$ cat config.mk
export PLATFORM = sky130hd
export DESIGN_NAME = ccs_top
export DESIGN_NICKNAME = d
export VERILOG_FILES = /design/src/ccs_pkg.sv /design/src/ccs_synth.sv /design/src/ccs_top.sv
export SDC_FILE = /design/constraint.sdc
export NUM_CORES = 2
export LEC_CHECK = 0
export ABC_AREA = 1
export BUFFER_PORTS_ARGS = -buffer_cell sky130_fd_sc_hd__buf_2
export CAP_MARGIN = 10
export CORE_ASPECT_RATIO = 0.75
export CORE_UTILIZATION = 55
export DETAILED_ROUTE_END_ITERATION = 7
export PLACE_DENSITY = 0.83
export SLEW_MARGIN = 25
export SYNTH_ARGS = -nofsm -noshare
export SYNTH_HDL_FRONTEND = slang
export SYNTH_SLANG_ARGS = --single-unit
$ cat constraint.sdc
create_clock -name clk_in -period 14.04 [get_ports clk_in]
set_input_delay 1.404 -clock clk_in [delete_from_list [all_inputs] [get_ports clk_in]]
set_output_delay 1.404 -clock clk_in [all_outputs]
set_load 0.01 [all_outputs]
$ cat src/ccs_pkg.sv
// ccs_pkg.sv: constants and types of the clock output and frame alignment block
// assumes a single 25 MHz system clock; all counts are in cycles of that clock
`default_nettype none

package ccs_pkg;

  // system clock
  localparam int CLK_KHZ = 25000;
  localparam int CLK_PS  = 40000;

  // synthesizer set
  localparam int N_SYN   = 10;
  localparam int N_GEN   = 8;
  localparam int N_SE    = 6;
  localparam int SE_BASE = 2;
  localparam int IDX_F   = 8;
  localparam int IDX_AUX = 9;

  // frequency limits in kHz and value after reset
  localparam logic [17:0] FREQ_MIN_KHZ = 18'h003e8;
  localparam logic [17:0] FREQ_MAX_KHZ = 18'h2625a;
  localparam logic [17:0] FREQ_RST_KHZ = 18'h01f40;

  // skew in steps of about 24 ps, limited to 50 ns either way
  localparam int SKEW_MAX_PS    = 50000;
  localparam int SKEW_STEP_PS   = 24;
  localparam int SKEW_LIMIT     = SKEW_MAX_PS / SKEW_STEP_PS;
  localparam int SKEW_CYC_STEPS = CLK_PS / SKEW_STEP_PS;

  // cross-couple latency compensation in 100 ps steps, up to 3.2 ns either way
  localparam int LAT_MAX_PS  = 3200;
  localparam int LAT_STEP_PS = 100;
  localparam int LAT_LIMIT   = LAT_MAX_PS / LAT_STEP_PS;

  // loop bandwidth in 0.1 Hz units; slave mode forces 100 Hz
  localparam logic [9:0] LBW_SLAVE = 10'h3e8;

  // frame timing
  localparam int PER8K_NS  = 125000;
  localparam int PER8K_CYC = PER8K_NS * 1000 / CLK_PS;
  localparam logic [11:0] PW8K_RST = 12'h010;
  localparam logic [13:0] PW2K_RST = 14'h0010;

  // pin synchronisers after reset: select pin reads master, frame and reference low
  localparam logic [2:0] PIN_RST = 3'h1;

  // frame edge: delay of synchroniser plus edge detect, and tolerance window
  localparam int EDGE_LAT = 3;
  localparam int EDGE_TOL = 2;
  localparam int WIN_HI   = EDGE_LAT + EDGE_TOL - 1;

  // composite signal high times and decode thresholds
  localparam int W_B0  = PER8K_CYC / 4;
  localparam int W_B1  = PER8K_CYC / 2;
  localparam int W_M0  = PER8K_CYC * 3 / 4;
  localparam int W_M1  = PER8K_CYC * 7 / 8;
  localparam int TH_B1 = PER8K_CYC * 3 / 8;
  localparam int TH_M0 = PER8K_CYC * 5 / 8;
  localparam int TH_M1 = PER8K_CYC * 13 / 16;

  typedef enum logic [1:0] {ARR_HF_XREF_EXT, ARR_8K_EXT, ARR_COMP_XREF, ARR_COMP_EXT} ccs_arr_t;
  typedef enum logic [1:0] {SRC_GEN, SRC_FRAME, SRC_AUX} ccs_src_t;
  typedef enum logic [1:0] {FS_8K, FS_2K, FS_COMP} ccs_fsel_t;
  typedef enum logic [1:0] {AL_OFF, AL_SEEK, AL_TRACK, AL_TEMP} ccs_align_t;

  // delay tap for a skew value: 0 earlier, 1 nominal, 2 later
  function automatic logic [1:0] skew_tap(input logic signed [11:0] s);
    if (s >= SKEW_CYC_STEPS)
    begin
      return 2'h2;
    end
    if (s <= -SKEW_CYC_STEPS)
    begin
      return 2'h0;
    end
    return 2'h1;
  endfunction : skew_tap

endpackage : ccs_pkg

`default_nettype wire

$ cat src/ccs_synth.sv
// ccs_synth.sv: one clock synthesizer, phase accumulator with skew delay taps
// assumes frequency and skew are stable between writes; align_in is one cycle
`default_nettype none

module ccs_synth
  import ccs_pkg::*;
#(
  parameter bit ALIGN_EN = 1'b1
)
(
  // clock and reset
  input  wire logic               clk_in,
  input  wire logic               rst_in,
  // settings
  input  wire logic [17:0]        freq_in,
  input  wire logic signed [11:0] skew_in,
  input  wire logic               align_in,
  // clock
  output logic                    clk_out
);

  typedef struct packed {
    logic [14:0] acc;
    logic [1:0]  dly;
    logic        q;
  } ccs_syn_st_t;

  ccs_syn_st_t st;
  ccs_syn_st_t nx;
  logic [14:0] step;
  logic [15:0] sum;
  logic        cur;

  // outputs above half the system clock alias; frequency is the mean edge rate
  always_comb
  begin
    nx   = st;
    step = 15'(freq_in % CLK_KHZ);
    sum  = {1'b0, st.acc} + {1'b0, step};
    cur  = st.acc < 15'(CLK_KHZ / 2);
    if (sum >= 16'(CLK_KHZ))
    begin
      nx.acc = 15'(sum - 16'(CLK_KHZ));
    end
    else
    begin
      nx.acc = sum[14:0];
    end
    // restart phase on the frame boundary for multiples of 8 kHz, see
    if (ALIGN_EN && align_in && freq_in[2:0] == 3'h0)
    begin
      nx.acc = '0;
    end
    nx.dly = {st.dly[0], cur};
    case (skew_tap(skew_in))
      2'h0:    nx.q = cur;
      2'h1:    nx.q = st.dly[0];
      default: nx.q = st.dly[1];
    endcase
  end

  always_ff @(posedge clk_in)
  begin
    if (rst_in)
    begin
      st <= '0;
    end
    else
    begin
      st <= nx;
    end
  end

  assign clk_out = st.q;

endmodule : ccs_synth

`default_nettype wire

$ cat src/ccs_top.sv
// ccs_top.sv: clock outputs, frame pulse synthesizer and redundancy frame alignment
// assumes pins are asynchronous to clk_in and all settings come from clk_in logic
`default_nettype none

// How it works
// ten synthesizers: eight general, frame, auxiliary
// general frequency 1 MHz to 156.25 MHz
// per-synthesizer skew up to 50 ns
// differential outputs from first two synthesizers
// single-ended outputs pick own, frame or auxiliary
// frame mux picks 8k, 2k or composite
// separate pulse widths for 8k and 2k
// frame outputs carry 8k and 2k pulses
// composite carries 8k, 2k marker, reference
// 8 kHz multiples align with 8k frame; code aligns general synthesizers only, not auxiliary
// one skew setting shifts all frame clocks
// external frame edge when reference lacks frame
// select pin: 0 slave, 1 master
// slave locks with fixed 100 Hz bandwidth
// four master-to-slave frame arrangements
// 2 kHz alignment needs no 8k-only arrangement
// edge error sets flag, uses own frame
// relock request reselects the frame edge
// external frame sampled on programmed edge
// new master inherits old master's reference
// signed cross-couple latency compensation
// frame align register enters frame align mode
// multiple masters share identical setup
// revertive elector pre-empts on higher priority
module ccs_top
  import ccs_pkg::*;
(
  // clock and reset
  input  wire logic                   clk_in,
  input  wire logic                   rst_in,
  // pins from the partner device
  input  wire logic                   master_slave_select_in,
  input  wire logic                   external_frame_in,
  input  wire logic                   seventh_reference_in,
  // synthesizer programming
  input  wire logic [3:0]             synth_index_in,
  input  wire logic [17:0]            synth_freq_in,
  input  wire logic                   synth_freq_wr_in,
  input  wire logic signed [11:0]     synth_skew_in,
  input  wire logic                   synth_skew_wr_in,
  // output configuration
  input  wire logic                   diff_std_sel_in,
  input  wire logic [N_SE-1:0][1:0]   se_src_sel_in,
  input  wire logic [N_SE-1:0][1:0]   se_frame_sel_in,
  input  wire logic [11:0]            pulse_w8k_in,
  input  wire logic [13:0]            pulse_w2k_in,
  // redundancy configuration
  input  wire logic [1:0]             slave_arr_in,
  input  wire logic                   slave_edge_fall_in,
  input  wire logic [1:0]             master_arr_in,
  input  wire logic                   master_edge_fall_in,
  input  wire logic                   frame_align_wr_in,
  input  wire logic                   relock_in,
  input  wire logic [9:0]             loop_bw_in,
  input  wire logic signed [6:0]      latency_comp_in,
  // reference election
  input  wire logic                   auto_sel_in,
  input  wire logic                   revertive_in,
  input  wire logic                   inherit_in,
  input  wire logic                   qual_match_in,
  input  wire logic                   rec_valid_in,
  input  wire logic [3:0]             rec_ref_in,
  input  wire logic [3:0]             rec_prio_in,
  input  wire logic                   cand_qual_in,
  input  wire logic [3:0]             manual_ref_in,
  // clock outputs
  output logic                        diff_out_a,
  output logic                        diff_out_b,
  output logic                        diff_std_out,
  output logic [N_SE-1:0]             single_ended_outs_out,
  output logic                        frame_8k_out,
  output logic                        frame_2k_out,
  // status
  output logic                        frame_edge_error_out,
  output logic                        frame_align_mode_out,
  output logic                        slave_mode_out,
  output logic [9:0]                  loop_bw_out,
  output logic [3:0]                  selected_ref_out,
  output logic signed [6:0]           latency_comp_out
);

  typedef struct packed {
    logic [2:0]         s1;
    logic [2:0]         s2;
    logic [2:0]         pv;
    logic [9:0][17:0]   freq;
    logic [9:0][11:0]   skew;
    logic [11:0]        cnt;
    logic [1:0]         per;
    logic [1:0][2:0]    fdly;
    logic [2:0]         ftap;
    logic               f8o;
    logic               f2o;
    ccs_align_t         ast;
    logic               ferr;
    logic               fam;
    ccs_arr_t           marr;
    logic               medge;
    logic [11:0]        hcnt;
    logic [1:0]         dpos;
    logic [3:0]         dtmp;
    logic [3:0]         dref;
    logic [3:0]         cand;
    logic [3:0]         cprio;
    logic [3:0]         refq;
    logic               slave;
    logic [9:0]         lbw;
    logic signed [6:0]  lat;
    logic [N_SE-1:0]    se;
    logic               da;
    logic               db;
    logic               dstd;
  } ccs_st_t;

  ccs_st_t         st;
  ccs_st_t         nx;
  logic [8:0]      syn_clk;
  logic [N_SE-1:0] se_nx;
  logic [N_SE-1:0] se_frm;
  logic            wrap;
  logic            slave_c;
  logic            active;
  logic            comp;
  logic            efall;
  logic            fs;
  logic            fp;
  logic            rise;
  logic            fall;
  logic            edge_c;
  logic            dbit;
  logic [2:0]      fcur;
  logic [11:0]     cw;
  logic [13:0]     pos2k;
  ccs_arr_t        arr;

  assign wrap = st.cnt == 12'(PER8K_CYC - 1);

  // general synthesizers 0..7 and the auxiliary one at slot 8, see
  for (genvar i = 0; i < 9; i++)
  begin : g_syn
    localparam int K = (i == 8) ? IDX_AUX : i;
    ccs_synth #(.ALIGN_EN(i < N_GEN)) u_syn (
      .clk_in   (clk_in),
      .rst_in   (rst_in),
      .freq_in  (st.freq[K]),
      .skew_in  (st.skew[K]),
      .align_in (wrap),
      .clk_out  (syn_clk[i])
    );
  end

  // per-output frame mux and source mux, see
  for (genvar j = 0; j < N_SE; j++)
  begin : g_se
    assign se_frm[j] = (se_frame_sel_in[j] == FS_8K) ? st.ftap[0] :
                       (se_frame_sel_in[j] == FS_2K) ? st.ftap[1] : st.ftap[2];
    assign se_nx[j]  = (se_src_sel_in[j] == SRC_FRAME) ? se_frm[j] :
                       (se_src_sel_in[j] == SRC_AUX)   ? syn_clk[8] : syn_clk[j + SE_BASE];
  end

  always_comb
  begin
    nx      = st;
    nx.s1   = {seventh_reference_in, external_frame_in, master_slave_select_in};
    nx.s2   = st.s1;
    nx.pv   = st.s2;
    slave_c = ~st.s2[0];
    active  = slave_c | st.fam;
    // each mode has its own arrangement and edge, see
    arr     = slave_c ? ccs_arr_t'(slave_arr_in) : st.marr;
    efall   = slave_c ? slave_edge_fall_in : st.medge;
    comp    = (arr == ARR_COMP_XREF) || (arr == ARR_COMP_EXT);
    fs      = (arr == ARR_COMP_XREF) ? st.s2[2] : st.s2[1];
    fp      = (arr == ARR_COMP_XREF) ? st.pv[2] : st.pv[1];
    rise    = fs & ~fp;
    fall    = ~fs & fp;
    edge_c  = (comp || !efall) ? rise : fall;
    dbit    = st.hcnt >= 12'(TH_B1);

    // synthesizer programming, frame slot has no frequency, see
    if (synth_freq_wr_in && synth_index_in < 4'(N_SYN) && synth_index_in != 4'(IDX_F))
    begin
      if (synth_freq_in < FREQ_MIN_KHZ)
      begin
        nx.freq[synth_index_in] = FREQ_MIN_KHZ;
      end
      else if (synth_freq_in > FREQ_MAX_KHZ)
      begin
        nx.freq[synth_index_in] = FREQ_MAX_KHZ;
      end
      else
      begin
        nx.freq[synth_index_in] = synth_freq_in;
      end
    end
    if (synth_skew_wr_in && synth_index_in < 4'(N_SYN))
    begin
      if (int'(synth_skew_in) > SKEW_LIMIT)
      begin
        nx.skew[synth_index_in] = 12'(SKEW_LIMIT);
      end
      else if (int'(synth_skew_in) < -SKEW_LIMIT)
      begin
        nx.skew[synth_index_in] = -12'(SKEW_LIMIT);
      end
      else
      begin
        nx.skew[synth_index_in] = synth_skew_in;
      end
    end

    // frame pulse synthesizer: 8k counter and 2k period index
    nx.cnt = wrap ? 12'h000 : st.cnt + 12'h001;
    if (wrap)
    begin
      nx.per = st.per + 2'h1;
    end
    pos2k   = 14'(st.per) * 14'(PER8K_CYC) + 14'(st.cnt);
    fcur[0] = st.cnt < pulse_w8k_in;
    fcur[1] = pos2k < pulse_w2k_in;
    // composite: marker width holds ref bit 3, later periods bits 2..0, see
    if (st.per == 2'h0)
    begin
      cw = st.refq[3] ? 12'(W_M1) : 12'(W_M0);
    end
    else
    begin
      cw = st.refq[2'h3 - st.per] ? 12'(W_B1) : 12'(W_B0);
    end
    fcur[2] = st.cnt < cw;
    nx.fdly = {st.fdly[0], fcur};
    case (skew_tap(st.skew[IDX_F]))
      2'h0:    nx.ftap = fcur;
      2'h1:    nx.ftap = st.fdly[0];
      default: nx.ftap = st.fdly[1];
    endcase
    nx.f8o = st.ftap[0];
    nx.f2o = st.ftap[1];
    nx.se   = se_nx;
    nx.da   = syn_clk[0];
    nx.db   = syn_clk[1];
    nx.dstd = diff_std_sel_in;

    // frame alignment
    nx.ferr = st.ferr & ~relock_in;
    if (frame_align_wr_in)
    begin
      nx.fam   = 1'b1;
      nx.marr  = ccs_arr_t'(master_arr_in);
      nx.medge = master_edge_fall_in;
    end
    case (st.ast)
      AL_OFF:
      begin
        nx.ast = AL_SEEK;
      end
      AL_SEEK:
      begin
        if (edge_c)
        begin
          nx.cnt = 12'(EDGE_LAT);
          // an 8k-only frame input cannot place the 2k frame, see
          if (arr == ARR_HF_XREF_EXT)
          begin
            nx.per = 2'h0;
          end
          nx.ast = AL_TRACK;
        end
      end
      AL_TRACK:
      begin
        if (edge_c && st.cnt <= 12'(WIN_HI))
        begin
          nx.cnt = 12'(EDGE_LAT);
        end
        else if (edge_c)
        begin
          // own 8k frame stands in as the reference from here on, see
          nx.ferr = 1'b1;
          nx.ast = AL_TEMP;
        end
      end
      AL_TEMP:
      begin
        nx.ast = AL_TEMP;
      end
      default:
      begin
        nx.ast = AL_OFF;
      end
    endcase
    if (!active)
    begin
      nx.ast = AL_OFF;
    end
    else if (relock_in || frame_align_wr_in)
    begin
      nx.ast = AL_SEEK;
    end

    // composite decoder: high time classifies marker or data bit
    if (rise)
    begin
      nx.hcnt = 12'h000;
    end
    else if (fs && st.hcnt != 12'hfff)
    begin
      nx.hcnt = st.hcnt + 12'h001;
    end
    if (fall && comp)
    begin
      if (st.hcnt >= 12'(TH_M0))
      begin
        nx.dtmp[3] = st.hcnt >= 12'(TH_M1);
        nx.dpos    = 2'h1;
        if (st.ast == AL_TRACK)
        begin
          nx.per = 2'h0;
        end
      end
      else if (st.dpos != 2'h0)
      begin
        nx.dtmp[2'h3 - st.dpos] = dbit;
        nx.dpos = st.dpos + 2'h1;
        if (st.dpos == 2'h3)
        begin
          nx.dref = {st.dtmp[3:1], dbit};
        end
      end
    end

    // elector: revertive pre-empts on higher priority, else waits, see
    if (rec_valid_in && (!cand_qual_in || st.cprio == 4'h0 ||
        (revertive_in && rec_prio_in < st.cprio)))
    begin
      nx.cand  = rec_ref_in;
      nx.cprio = rec_prio_in;
    end
    // slave turning master keeps the old master's reference, see
    if (st.s2[0] && !st.pv[0] && auto_sel_in && inherit_in && !revertive_in && qual_match_in)
    begin
      nx.cand = st.dref;
    end
    nx.refq  = slave_c ? st.dref : (auto_sel_in ? st.cand : manual_ref_in);
    nx.slave = slave_c;
    nx.lbw   = slave_c ? LBW_SLAVE : loop_bw_in;
    if (!slave_c)
    begin
      nx.lat = 7'sh00;
    end
    else if (latency_comp_in > 7'(LAT_LIMIT))
    begin
      nx.lat = 7'(LAT_LIMIT);
    end
    else if (latency_comp_in < -7'(LAT_LIMIT))
    begin
      nx.lat = -7'(LAT_LIMIT);
    end
    else
    begin
      nx.lat = latency_comp_in;
    end
  end

  always_ff @(posedge clk_in)
  begin
    if (rst_in)
    begin
      st      <= '0;
      st.freq <= {N_SYN{FREQ_RST_KHZ}};
      st.s1   <= PIN_RST;
      st.s2   <= PIN_RST;
      st.pv   <= PIN_RST;
    end
    else
    begin
      st <= nx;
    end
  end

  assign diff_out_a            = st.da;
  assign diff_out_b            = st.db;
  assign diff_std_out          = st.dstd;
  assign single_ended_outs_out = st.se;
  assign frame_8k_out          = st.f8o;
  assign frame_2k_out          = st.f2o;
  assign frame_edge_error_out  = st.ferr;
  assign frame_align_mode_out  = st.fam;
  assign slave_mode_out        = st.slave;
  assign loop_bw_out           = st.lbw;
  assign selected_ref_out      = st.refq;
  assign latency_comp_out      = st.lat;
endmodule : ccs_top

`default_nettype wire

# --- Word-level counts from Yosys, hierarchy flattened ---
# Cells that the tools add are included.
# W data, S select, Z words.
word_totals:
  reg_bits: 564
  latchBits: 0
  ram_bits: 0
  mem_bits_ro: 0
  memories: 0
op_classes:
  n_addsub: 25
  mul: 1
  div: 9
  order_cmp: 58
  eq_ne: 43
  n_shift: 0
  mux: 162
  n_bitwise: 22
  reduce_logical: 83
ops:
  columns: ["operator", "count"]
  rows:
  - ["$mux W180", 2]
  - ["$mod A18 B15 Y32 const B", 9]
  - ["$mux W120", 2]
  - ["$bwmux W180", 1]
  - ["$add A15 B15 Y16", 9]
  - ["$ge A16 B15 Y1 const B", 9]
  - ["$lt A15 B14 Y1 const B", 9]
  - ["$mux W15", 9]
  - ["$sub A15 B15 Y15 const B", 9]
  - ["$ge A12 B12 Y1 const B", 11]
  - ["$and A120 B120 Y120", 1]
  - ["$bwmux W120", 1]
  - ["$le A12 B12 Y1 const B", 10]
  - ["$not A120 Y120", 1]
  - ["$and A100 B100 Y100", 1]
  - ["$not A100 Y100", 1]
  - ["$mux W2", 48]
  - ["$or A90 B90 Y90", 1]
  - ["$and A80 B80 Y80", 1]
  - ["$not A80 Y80", 1]
  - ["$or A80 B80 Y80", 1]
  - ["$demux W18 S4", 1]
  - ["$mux W1", 62]
  - ["$or A60 B60 Y60", 1]
  - ["other kinds (65)", 202]

# --- Depth between registers and ports, before layout ---
logic_depth:
  ltp_word: 11
  ltp_mapped: 57
  mapped_depth_nobuf: 55

# --- Hierarchy ---
# Synthesis repeated with hierarchy kept, for this count alone.
unflattened:
  cells_unflattened: 8171
  area_unflattened_um2: 48490.3
modules_own_cells:
  columns: ["mod", "instances", "cells_per_inst", "area_each_um2", "seq_area_each_um2"]
  rows:
  - ["ccs_synth (g_syn[0].u_syn ...)", 8, 588, 3248.1, 360.3]
  - ["ccs_top", 1, 2836, 18989.5, 7667.4]
  - ["ccs_synth (g_syn[8].u_syn)", 1, 631, 3515.9, 360.3]

# --- Least setup slack after synthesis ---
# OpenSTA, ideal clock, no wires.
synth_path:
  path_kind: "register to register"
  from: "register st[238] (netlist bit)"
  to: "register g_syn[1].u_syn.st[14] (netlist bit)"
  t_arrival_ns: 5.619
  path_slack_ns: 8.340
  stages_incl_launch_ff: 49
  synth_period_minus_slack_ns: 5.700
  cell_sequence: "dfxtp_1 buf_4 inv_2 nand2_1 nand2_1 nand2_1 nand2_1 nand3_1 nand2_1 nand2_1 inv_1 nand2_1 a21oi_4 nand2_4 nand2_1 nand2_1 inv_1 nand2_1 [... 13 more ...] ha_1 inv_1 o21ai_0 a21oi_1 nand2_1 a21oi_1 o21bai_1 a21oi_1 o21bai_1 nand3_1 nand2_1 xor2_1 nand2_1 or2_2 nand2_1 nand2_1 o21ai_0 nor3b_1"
synth_between:
  elab_chain_len: 4
synth_rtl:
  columns: ["element", "line_no", "source"]
  rows:
  - ["start, declared", "ccs_top.sv:120", "ccs_st_t st;"]
  - ["start signal, assigned", "ccs_top.sv:382", "st <= nx;"]
  - ["$mod A18 B15 Y32 *", "ccs_synth.sv:38", "step = 15'(freq_in % CLK_KHZ);"]
  - ["$add A15 B15 Y16 *", "ccs_synth.sv:39", "sum = {1'b0, st.acc} + {1'b0, step};"]
  - ["$sub A15 B15 Y15 or $ge A16 B15 Y1 (tied branches)", "ccs_synth.sv:43, ccs_synth.sv:41", null]
  - ["$mux W15 *", "ccs_synth.sv:41", "if (sum >= 16'(CLK_KHZ))"]
  - ["end signal, assigned", "ccs_synth.sv:70", "st <= nx;"]
  - ["end, declared", "ccs_synth.sv:28", "ccs_syn_st_t st;"]
# Mark *: on every way between the ends. The rest lies on a longest branch, timed or not.
# A chain may end at the register's enable or synchronous reset.

# --- Worst setup path in the final report ---
layout_path:
  from: "register st[319] (netlist bit)"
  to: "register g_syn[5].u_syn.st[13] (netlist bit)"
layout_between:
  elab_chain_len: 4
layout_rtl:
  columns: ["element", "line_no"]
  rows:
  - ["$mod A18 B15 Y32 *", "ccs_synth.sv:38"]
  - ["$add A15 B15 Y16 *", "ccs_synth.sv:39"]
  - ["$sub A15 B15 Y15 or $ge A16 B15 Y1 (tied branches)", "ccs_synth.sv:43, ccs_synth.sv:41"]
  - ["$mux W15 *", "ccs_synth.sv:41"]
  - ["end signal, assigned", "ccs_synth.sv:70"]
  - ["end, declared", "ccs_synth.sv:28"]
# Marks and branches as above.

==> run metrics <==
WP buf/inv=6; data required time of the worst path=about 15 ns; IO Port Bufs=about 170; Worst-Skew Late Latency=roughly 0.66 ns; first-pass GRT wire length=202 mm; Ports=between 150 and 200; PD cells=152 nW/µm²; initial antenna violation count=8; startpoint types=register; clock skew=between 0.03 and 0.04 ns; core area=between 80000 and 90000 µm²; CP dominant cell by count=nand2_1; Final Hold Vio Count=0; Initial Util=55.5%; WP data arrival=7.84 ns; area leader, netlist=dfxtp_1; wire per inst=roughly 14 µm; cell count after synthesis=between 7000 and 8000; Hold Path Stages=2; max-cap violation count=0; Die Height=~250 µm; fin nets=roughly 7700; most frequent cell after synthesis=nand2_1; Primary FF master, synth=dfxtp_1; Max Freq=between 0.1 and 0.15 GHz; Final ANT Viol Nets=0; Syn Area/Cell=about 6.3 µm²; Rows=91; H-Tree Level Count=2; vias in the first global route=between 40000 and 50000; fin area=roughly 49000 µm²; Crit Path Class=register to register; post-synth top area share=23.9%; Slowest-stage cell, CP=dfxtp_1; Hold Startpoint=nx[397]; RSZ-0062 raised after global routing=no; register area=~11000 µm²; Synth Net Count=about 7600; status=completed; endpoints failing setup=0; CTS buffer count=56; ys async rst share=0%; CTS sink count=between 500 and 600; Synth Cell Area=between 40000 and 50000 µm²; Slew headroom=25.6%; pin count of the biggest net entering global routing=110; CP Max Fanout=16; Reg2Reg Depth=48; number of synthesized flops with an enable pin=0; flops & latches, synth=approximately 550; drt via density=between 5 and 6; Top Family by Delay on Critical Path=simple AND/OR/NAND/NOR gates; FF-to-FF setup slack=6.77 ns; routed vias=46902; sequential share of the synthesized area=about a quarter; Clock Path Buffers=3; Reg-to-Reg Start=st[319]; global route overflow=0; 1st-iter DRT viols=4111; Total GRT Usage=28.1%; worst slew pin tran=approximately 1.1 ns; synth cell count leaders=nand2_1, inv_1, nand3_1; Final Cycle Share=between 50% and 60%; worst vdd ir=between 0.15 and 0.2 mV; Hold WC Path Type=register to register; CP endpoint kind=register; CTS Hold Bufs=0; share of layout cells above drive strength 1=a little over 10%; Root Driver=clkbuf_16; Leak Pwr=around 24 nW; # fillers=7499; CP peak stage delay=0.42 ns; GPL Wtd Cong=approximately 0.98; CTS tree=done; PostCTS Resize Cnt=0; routed wire length=roughly 120 mm; final setup TNS=0 ns; Distinct cells, synth=between 70 and 80; Synth Warn #=0; reg2reg end=g_syn[5].u_syn.st[13]; # DRC=0; Final Critical Period=between 7 and 8 ns; DRT Pass-1 Iters=8; Hold Crit Endpoint=nx[394]; Clk pin slew, worst setup/hold paths=~0.070 ns; Pins Over Slew Limit=0; synth-to-layout area growth=7.41%; Post-DP HPWL=approximately 91 mm; die width=334 µm; area occupied by multi-input gates=around 29000 µm²; Setup Fix Bufs, Post-CTS=0; area post-placement=roughly 47000 µm²; synth top area cells=dfxtp_1, nand2_1, inv_1; die area=roughly 84000 µm²
-- area by class of cell --
cell class,count,area share [%]
flip-flops and latches,545,22.3
clock inverters,40,1.07
diodes,6,0.0307
multi-input cells,5340,59.7
well taps,1116,2.85
clock buffers,64,3.03
inverters,1173,9.02
repair buffers,187,2.02
-- state kept, by name (all words and copies together), names as in the netlist --
register	flops
nx	11
diff_out_a	1
g_syn.u_syn.nx	9
frame_2k_out	1
frame_8k_out	1
g_syn.u_syn.st	144
st	337
selected_ref_out	4
diff_out_b	1
diff_std_out	1
g_syn.u_syn.clk_out	9
single_ended_outs_out	6
loop_bw_out	10
frame_align_mode_out	1
slave_mode_out	1
latency_comp_out	7
frame_edge_error_out	1
-- how the worst max path moves through the flow --
stage	start	end	slack (ns)	cells past startpoint
final	st[319]	g_syn[5].u_syn.st[13]	6.77	48
after global routing	st[319]	g_syn[5].u_syn.st[8]	6.09	48
after CTS	st[319]	g_syn[5].u_syn.st[13]	6.90	48
after detailed placement	st[319]	g_syn[5].u_syn.st[13]	6.93	48
after global placement	st[319]	g_syn[5].u_syn.st[8]	7.25	49
after floorplan	st[238]	g_syn[1].u_syn.st[14]	8.34	48
-- metrics by stage --
stage	instances	power [W]	hold slack (ns)	utilization, %	worst slack, ns
after floorplan	7258	0.00499	0.388	-	8.34
after global placement	8361	0.00560	0.393	57.1	7.25
after detailed placement	8361	0.00573	0.394	57.1	6.93
after CTS	8465	0.00740	0.403	59.6	6.90
after global routing	8469	0.00809	0.426	59.6	6.09
final	8471	0.00744	0.402	59.6	6.77
-- cell usage in the layout, fill, tap and decap left out, types with 35 or more instances in the layout --
cell type	Yosys	final
a21oi_1	527	527
buf_2	0	168
xor2_1	196	196
nor3_1	75	75
o221ai_1	40	40
nand3b_1	36	36
nand2_4	64	64
nand2_2	152	153
nand3_2	35	35
inv_1	1096	1094
nand3_1	582	582
o211ai_1	56	56
o21bai_1	55	55
ha_1	220	220
clkbuf_16	0	56
nand2_1	1714	1713
nand4_1	125	125
nor2_1	528	528
o21ai_0	483	483
dfxtp_1	545	545
a31oi_1	64	64
nor2_2	39	39
inv_2	69	70
-- power breakdown --
group / leakage (nW) / switching (W) / total, W / internal [W]
clock network: 0.970 / 0.000705 / 0.00165 / 0.000950
registers: 4.47 / 0.000143 / 0.00191 / 0.00177
logic: 19.0 / 0.00256 / 0.00388 / 0.00132
-- worst register-to-register path, delay by kind of cell, from the launching register on --
kind	cells	cell delay, ns
compound gates	8	1.74
xor+xnor	1	0.18
fa+ha+maj	1	0.33
buf+inv	6	0.82
flops	1	0.42
simple gates	32	3.69
-- layer usage --
| metal | up-vias | GRT usage [%] | share of wire (%) |
|---|---|---|---|
| li1 | 23829 | - | - |
| met1 | 21274 | 38.5 | 45 |
| met2 | 1562 | 44.6 | 43 |
| met3 | 235 | 5.65 | 9.4 |
| met4 | 2 | 7.85 | 2.4 |
| met5 | - | 0 | 0.0074 |
-- cell families after synthesis --
| family | share of synthesized area (%) |
|---|---|
| AOI/OAI and AO/OA | 18.0 |
| muxes | 0.0439 |
| DFF | 23.9 |
| and+or+nand+nor | 34.8 |
| adders and majority gates | 6.57 |
| xor gates and xnor gates | 4.61 |
| buffers and inverters | 12.0 |
No activity file was read; power rests on OpenSTA's default activity.
